<file path="config.mk">
export PLATFORM = sky130hd
export DESIGN_NAME = dctom_monitor
export DESIGN_NICKNAME = d
export VERILOG_FILES = /design/src/hw/dctom_pkg.sv /design/src/hw/dctom_monitor.sv /design/src/hw/dctom_sync.sv
export SDC_FILE = /design/constraint.sdc
export NUM_CORES = 1
export LEC_CHECK = 0
export BUFFER_PORTS_ARGS = -buffer_cell sky130_fd_sc_hd__buf_2
export CORE_ASPECT_RATIO = 0.5
export CORE_MARGIN = 1
export CORE_UTILIZATION = 55
export DETAILED_ROUTE_END_ITERATION = 6
export GPL_ROUTABILITY_DRIVEN = 0
export HOLD_SLACK_MARGIN = 0.02
export PLACE_DENSITY = 0.76
export SLEW_MARGIN = 40
export SYNTH_ARGS = -nofsm -noshare
export SYNTH_HDL_FRONTEND = slang
export SYNTH_SLANG_ARGS = --single-unit
</file>
<file path="constraint.sdc">
create_clock -name clk -period 2 [get_ports clk]
set_input_delay 0.4 -clock clk [delete_from_list [all_inputs] [get_ports clk]]
set_output_delay 0.4 -clock clk [all_outputs]
set_load 0.01 [all_outputs]
</file>
<file path="src/hw/dctom_pkg.sv">
// Package of constants for the dual channel torque-off monitor.
package dctom_pkg;
	localparam int unsigned CLK_HZ          = 25000000;
	localparam int unsigned MISMATCH_MS     = 1000;
	localparam int unsigned STOP_LIMIT_MS   = 12;
	localparam int unsigned REARM_MS        = 100;
	localparam int unsigned MISMATCH_CYC    = CLK_HZ / 1000 * MISMATCH_MS;
	localparam int unsigned REARM_CYC       = CLK_HZ / 1000 * REARM_MS;
	localparam int unsigned STOP_LIMIT_CYC  = CLK_HZ / 1000 * STOP_LIMIT_MS;
	localparam int unsigned CNT_W           = 26;
	// Register offsets on the plain port.
	localparam logic [3:0] ADDR_STATUS      = 4'h0;
	localparam logic [3:0] ADDR_EVENT       = 4'h1;
	localparam logic [3:0] ADDR_MASK        = 4'h2;
	localparam logic [3:0] ADDR_CTRL        = 4'h3;
	// Status word bit positions.
	localparam int unsigned ST_STOP         = 0;
	localparam int unsigned ST_INHIBIT      = 1;
	localparam int unsigned ST_MISMATCH     = 2;
	localparam int unsigned ST_DRVFLT       = 3;
	localparam int unsigned ST_IN_A         = 4;
	localparam int unsigned ST_IN_B         = 5;
	localparam int unsigned ST_RESET_OK     = 6;
	// Event bit positions.
	localparam int unsigned EV_STOP         = 0;
	localparam int unsigned EV_MISMATCH     = 1;
	localparam int unsigned EV_CLEAR        = 2;
	localparam int unsigned EV_W            = 3;
	localparam int unsigned CTRL_RESET      = 0;
	localparam logic [EV_W-1:0] MASK_RST    = 3'h0;
endpackage

</file>
<file path="src/hw/dctom_monitor.sv">
// Dual channel torque-off monitor with status registers and interrupt.
module dctom_monitor #(
	parameter int unsigned MISMATCH_CYC = dctom_pkg::MISMATCH_CYC,
	parameter int unsigned REARM_CYC    = dctom_pkg::REARM_CYC
) (
	input  wire logic        clk,
	input  wire logic        sys_rst,
	input  wire logic        safety_enable_input_a,
	input  wire logic        safety_enable_input_b,
	input  wire logic [3:0]  reg_addr,
	input  wire logic [7:0]  reg_wdata,
	input  wire logic        reg_wr,
	input  wire logic        reg_rd,
	output logic      [7:0]  reg_rdata,
	output logic             gate_drive_enable,
	output logic             stop_request_flag,
	output logic             torque_off_inhibit_reason,
	output logic             channel_mismatch_fault,
	output logic             safety_drive_fault,
	output logic             irq
);
	localparam int unsigned W = dctom_pkg::CNT_W;
	localparam logic [W-1:0] MIS_LIM = W'(MISMATCH_CYC);
	localparam logic [W-1:0] REARM_LIM = W'(REARM_CYC);

	logic        in_a;
	logic        in_b;
	logic [W-1:0] diff_cnt_r;
	logic [W-1:0] off_cnt_r;
	logic [W-1:0] on_cnt_r;
	logic        rearm_seen_r;
	logic        both_on_d_r;
	logic        reset_ok_r;
	logic [dctom_pkg::EV_W-1:0] event_r;
	logic [dctom_pkg::EV_W-1:0] mask_r;

	// Pins come from the safety circuit, outside our clock domain.
	dctom_sync u_sync_a (.clk(clk), .sys_rst(sys_rst), .pin(safety_enable_input_a),
		.level(in_a));
	dctom_sync u_sync_b (.clk(clk), .sys_rst(sys_rst), .pin(safety_enable_input_b),
		.level(in_b));

	wire any_off   = ~in_a | ~in_b;
	wire both_on   = in_a & in_b;
	wire both_off  = ~in_a & ~in_b;
	wire differ    = in_a ^ in_b;
	wire mis_hit   = differ && (diff_cnt_r >= MIS_LIM);
	wire off_long  = both_off && (off_cnt_r >= MIS_LIM);
	wire on_edge   = both_on & ~both_on_d_r;
	wire rearm_ok  = on_edge && rearm_seen_r && (on_cnt_r <= REARM_LIM);
	wire wr_ctrl   = reg_wr && (reg_addr == dctom_pkg::ADDR_CTRL);
	wire fault_rst = wr_ctrl && reg_wdata[dctom_pkg::CTRL_RESET] && reset_ok_r;
	wire stop_set  = any_off & ~stop_request_flag;
	wire [dctom_pkg::EV_W-1:0] ev_hit = {rearm_ok, mis_hit & ~channel_mismatch_fault,
		stop_set};
	wire [7:0] status_word = {1'b0, reset_ok_r, in_b, in_a, safety_drive_fault,
		channel_mismatch_fault, torque_off_inhibit_reason, stop_request_flag};
	wire [7:0] rd_mux = (reg_addr == dctom_pkg::ADDR_STATUS) ? status_word :
		(reg_addr == dctom_pkg::ADDR_EVENT) ? {5'h00, event_r} :
		(reg_addr == dctom_pkg::ADDR_MASK) ? {5'h00, mask_r} : 8'h00;

	// Difference timer runs while channels disagree, saturating at the limit.
	always_ff @(posedge clk) begin
		if (sys_rst || !differ) begin
			diff_cnt_r <= '0;
		end else if (diff_cnt_r < MIS_LIM) begin
			diff_cnt_r <= diff_cnt_r + 1'b1;
		end
	end

	// Both-off timer qualifies a fault reset.
	always_ff @(posedge clk) begin
		if (sys_rst || !both_off) begin
			off_cnt_r <= '0;
		end else if (off_cnt_r < MIS_LIM) begin
			off_cnt_r <= off_cnt_r + 1'b1;
		end
	end

	// Re-energise window timer starts when the first channel comes back on.
	// It holds at limit+1 so a late second channel is seen as too late.
	always_ff @(posedge clk) begin
		if (sys_rst || both_off || both_on) begin
			on_cnt_r <= '0;
		end else if (on_cnt_r <= REARM_LIM) begin
			on_cnt_r <= on_cnt_r + 1'b1;
		end
	end

	// A clean restart needs both channels to have been off together first.
	always_ff @(posedge clk) begin
		if (sys_rst) begin
			rearm_seen_r <= 1'b0;
			both_on_d_r  <= 1'b1;
		end else begin
			both_on_d_r <= both_on;
			if (both_off) begin
				rearm_seen_r <= 1'b1;
			end else if (on_edge) begin
				rearm_seen_r <= 1'b0;
			end
		end
	end

	// Stop request and inhibit reason; gate drive drops the cycle after an input is seen
	// off, far below the 12 ms budget even with the synchroniser delay.
	always_ff @(posedge clk) begin
		if (sys_rst) begin
			stop_request_flag         <= 1'b1;
			torque_off_inhibit_reason <= 1'b1;
			gate_drive_enable         <= 1'b0;
		end else begin
			if (any_off) begin
				stop_request_flag <= 1'b1;
			end else if (rearm_ok && !channel_mismatch_fault) begin
				stop_request_flag <= 1'b0;
			end
			torque_off_inhibit_reason <= any_off;
			gate_drive_enable <= both_on && !stop_request_flag && !channel_mismatch_fault
				&& !any_off;
		end
	end

	// Mismatch fault latches; only a qualified reset clears it.
	always_ff @(posedge clk) begin
		if (sys_rst) begin
			channel_mismatch_fault <= 1'b0;
			safety_drive_fault     <= 1'b0;
			reset_ok_r             <= 1'b0;
		end else begin
			reset_ok_r <= off_long;
			if (mis_hit) begin
				channel_mismatch_fault <= 1'b1;
				safety_drive_fault     <= 1'b1;
			end else if (fault_rst) begin
				channel_mismatch_fault <= 1'b0;
				safety_drive_fault     <= 1'b0;
			end
		end
	end

	// Sticky events: a new hit wins over a write-one clear in the same cycle.
	always_ff @(posedge clk) begin
		if (sys_rst) begin
			event_r <= '0;
			mask_r  <= dctom_pkg::MASK_RST;
			irq     <= 1'b0;
		end else begin
			if (reg_wr && reg_addr == dctom_pkg::ADDR_EVENT) begin
				event_r <= (event_r & ~reg_wdata[dctom_pkg::EV_W-1:0]) | ev_hit;
			end else begin
				event_r <= event_r | ev_hit;
			end
			if (reg_wr && reg_addr == dctom_pkg::ADDR_MASK) begin
				mask_r <= reg_wdata[dctom_pkg::EV_W-1:0];
			end
			irq <= |(event_r & mask_r);
		end
	end

	// Read data stands in the cycle after the strobe only.
	always_ff @(posedge clk) begin
		if (sys_rst) begin
			reg_rdata <= 8'h00;
		end else begin
			reg_rdata <= reg_rd ? rd_mux : 8'h00;
		end
	end

	// Gate drive is off from the cycle after an input is seen off.
	a_gate_off_input: assert property (@(posedge clk) disable iff (sys_rst)
		any_off |=> !gate_drive_enable)
		else $error("gate drive on while an input is off");

	// Stop request is set one cycle after any input drops.
	a_stop_set_flag: assert property (@(posedge clk) disable iff (sys_rst)
		$fell(both_on) |=> stop_request_flag && torque_off_inhibit_reason)
		else $error("stop request not set after input dropped");

	// Gate drive falls within two cycles after a channel A drop leaves the synchroniser.
	a_stop_response: assert property (@(posedge clk) disable iff (sys_rst)
		$fell(in_a) |-> ##[1:2] !gate_drive_enable)
		else $error("gate drive slow to drop");

	// Fault follows a saturated difference timer.
	a_mismatch_raise: assert property (@(posedge clk) disable iff (sys_rst)
		mis_hit |=> channel_mismatch_fault && !gate_drive_enable)
		else $error("mismatch fault not raised");

	// Fault only drops through a qualified reset.
	a_fault_latched: assert property (@(posedge clk) disable iff (sys_rst)
		$fell(channel_mismatch_fault) |-> $past(reset_ok_r))
		else $error("mismatch fault cleared without qualified reset");

	// Stop flag only clears at a timely second-channel return.
	a_stop_clear: assert property (@(posedge clk) disable iff (sys_rst)
		$fell(stop_request_flag) |-> $past(on_cnt_r) <= REARM_LIM)
		else $error("stop request cleared outside rearm window");

	// No fault while channels have differed for less than the window.
	a_no_early_fault: assert property (@(posedge clk) disable iff (sys_rst)
		$rose(channel_mismatch_fault) |-> $past(diff_cnt_r) == MIS_LIM)
		else $error("mismatch fault before one second");

	// Clearing needs a both-off phase first.
	a_rearm_needs_off: assert property (@(posedge clk) disable iff (sys_rst)
		$fell(stop_request_flag) |-> $past(rearm_seen_r))
		else $error("restart without both channels off");
endmodule

</file>
<file path="src/hw/dctom_sync.sv">
// Two flip-flop synchroniser for one pin level.
module dctom_sync (
	input  wire logic clk,
	input  wire logic sys_rst,
	input  wire logic pin,
	output logic      level
);
	logic meta_r;

	// First stage feeds only the second stage.
	always_ff @(posedge clk) begin
		if (sys_rst) begin
			meta_r <= 1'b0;
			level  <= 1'b0;
		end else begin
			meta_r <= pin;
			level  <= meta_r;
		end
	end
endmodule

</file>
==> results.ini <==
[outcome]
status = finished, violations left
violations = negative setup slack

[layout]
regArea_sq_um = 2060
layout.cells.non_filler = 787
final_common_cell = dfxtp_1
multi_input_area_sq_um = 2930
final_cell_area_sq_um = 6190
syn_to_final_growth_pct = 24.8
antenna_cells = 0
drive_above_1_share_pct = 26.0
fill_cells = 689
final_net_count = 691
layout_common_cells = dfxtp_1 (101), buf_4 (55), nand2_1 (44)

[synthesis]
syn_area_sq_um = 4960
synth-compound-area-share_pct = 21.4
yosys.area_share.simple_pct = 29.0
syn_inst = 595
ys_async_sr_fraction_pct = 0
synth_edf_count = 0
synth_cell_types = 53
ys_ff_latch = 103
syn_nets = 621
ys_seq_area_share_pct = 41.6
yosys_warnings = 0
avgSynthCellArea_sq_um = 8.33
synthXorXnorAreaFrac_pct = 0.353
synth_top_family_by_area = simple AND/OR/NAND/NOR gates
synth_ff_type = dfxtp_1
synthMuxAreaShare_pct = 1.41
synth_fa_ha_area_share_pct = 2.02

[drt]
dr.pass1.iters = 5
route.vias.total = 4744
drcViolationCount = 0
wl_per_cell_microns = 15.2
viasPerCell = 6.03
wl_mm = 11.9
drtAntennaViolNets = 0
drt-initial-drc-count = 244

[sta]
min_period_ns = 2.04
worstMarginPinSlew_ns = 0.526
skew_ns = 0.00524
max_freq_ghz = 0.491
finalHoldViolCount = 0
relSlewSlack_pct = 64.7
fin_ws_ns = -0.0381
fin_crit_sh_pct = 102
slew_violations = 0
rsz0062_at_grt = true
setup_tns_ns = -0.138
setup_viol = 8

[floorplan]
rows = 24
core_area_sq_um = 8740
fp.dieArea_sq_um = 9420
die_h_microns = 69.1
start_util_pct = 56.7
die_x_microns = 136
io_pins = 32

[global_routing]
antenna_found_initial = 0
grt_first_pass_wirelength_mm = 19.5
grt_max_degree = 32
grt-ovfl-total = 0
grtUsageTotal_pct = 25.4
grt_pass1_vias = 4298

[critical_path]
end_kind = register
crit_type = reg -> reg
arrival_ns = 2.32
reg2reg_slack_ns = -0.04
critPathMaxFanout = 7
crit_path_start_kind = register
required_ns = 2.29

[placed_design]
numPortBuffers = 25
pre_cts_slack_ns = -0.0588
place_inst = 761
post-dp-hpwl_mm = 7.63
dpl_cell_area_sq_um = 5530

[power]
pwr-share-clk_pct = 44.5
intPower_uw = 3090
power_frac_comb_pct = 3.5
power_density_nw_per_um2 = 644
vdd_drop_max_v = 0.000431
p_sw_uw = 899
swShare_pct = 22.5
pwr-share-seq_pct = 52.0
power_uw = 3990
leakage_uw = 0.00212

[cts]
cts_max_path_buffers = 2
tritoncts = yes
h-tree-depth = 3
clock-root-buffer = clkbuf_16
cts_buffers = 9
clk_latency_ns = 0.35
cts.clk_slew.worst_paths_ns = 0.07
numClockSinks = 103

[hold_path]
hold_class = in -> reg

[flow_run]
drv_cap = 0

synthesized netlist by cell type (5+ instances only):
cell      instances  area (sq um)
or3_1            41           257
inv_1            13          48.8
and2_1           12          75.1
nand3b_1          6          45.0
and3_1           13          81.3
clkbuf_1         27           101
ha_1              8           100
dfxtp_1         103          2060
and4_1            9          78.8
nor4_1            5          31.3
o211ai_1         12          90.1
o21ai_0          43           215
or4_1            15           113
o31ai_1          17           128
o41ai_1           5          43.8
o21a_1            5          37.5
nor2_1           25          93.8
nand2b_1          5          31.3
nand3_1          31           155
nand4_1          18           113
o311ai_0          5          43.8
a21oi_1          62           310
or2_2            10          62.6
nor3_1            9          45.0
mux2i_1           7          70.1
nor2b_1           7          43.8
nand2_1          44           165
final timing paths:
check / cells after the start / start / end
hold reg to reg: 1 / u_sync_b.meta_r / u_sync_b.level
setup reg to reg: 6 / diff_cnt_r[7] / diff_cnt_r[13]
setup / recovery: 6 / diff_cnt_r[7] / diff_cnt_r[13]
hold / removal: 2 / sys_rst / u_sync_a.meta_r
sequential cells by signal, summed over array words and instances (netlist names), 3 cells and up:
| name | flops |
|---|---|
| diff_cnt_r | 26 |
| off_cnt_r | 26 |
| on_cnt_r | 26 |
| reg_rdata | 7 |
| event_r | 3 |
| mask_r | 3 |
repair_timing:
item                                    4_1_cts  5_1_grt
pin swaps                                    12       50
hold buffers                                  0        0
cloned                                        0        4
buffers inserted                              3        4
resized for setup                            12       54
endpoints found under the setup margin       20       52
power groups by stage:
| stage | clock network, uW | logic (uW) | registers [uW] |
|---|---|---|---|
| 2_1_floorplan | 0 | 84.9 | 2120 |
| 3_3_place_gp | 0 | 130 | 2120 |
| 3_5_place_dp | 0 | 134 | 2120 |
| 4_1_cts | 1800 | 136 | 2070 |
| 5_1_grt | 1880 | 154 | 2080 |
| 6_report | 1770 | 141 | 2070 |
worst max-delay path: stages (launching register included):
cell and delay [ns]:
dfxtp_2 0.32, or4_4 0.53, o211a_1 0.23, o21a_4 0.22, buf_12 0.13, or4_4 0.42
a21oi_2 0.13
cell type report:
cell class                 instances  area share, %
tap                              117           2.37
clock buffer                       9           3.64
timing repair buffer              93           11.3
sequential                       103           33.4
clock inverter                     7           1.19
inverter                          13          0.789
multi-input combinational        445           47.4
layer usage:
metal | vias to the layer above | part of all wire [%] | track usage [%]
met4 | 0 | 1.3 | 6.91
met3 | 14 | 4.5 | 5.59
met5 | - | 0 | 0
met1 | 2263 | 46 | 33.0
met2 | 105 | 48 | 42.2
li1 | 2362 | - | -
metrics by stage:
stage	util [%]	hold slack, ns
6_report	70.8	0.242
5_1_grt	70.8	0.236
4_1_cts	67.7	0.233
3_5_place_dp	63.3	0.424
3_3_place_gp	63.3	0.417
2_1_floorplan	-	0.414
cell families (layout without fill, tap and decap cells):
family / count (synthesis) / in the layout
mux: 7 / 7
xor+xnor: 2 / 2
fa+ha+maj: 8 / 8
simple gates: 255 / 255
buf+inv: 47 / 122
compound gates: 172 / 172
other cells: 1 / 1
flops: 103 / 103
(Power assumes the default switching activity.)
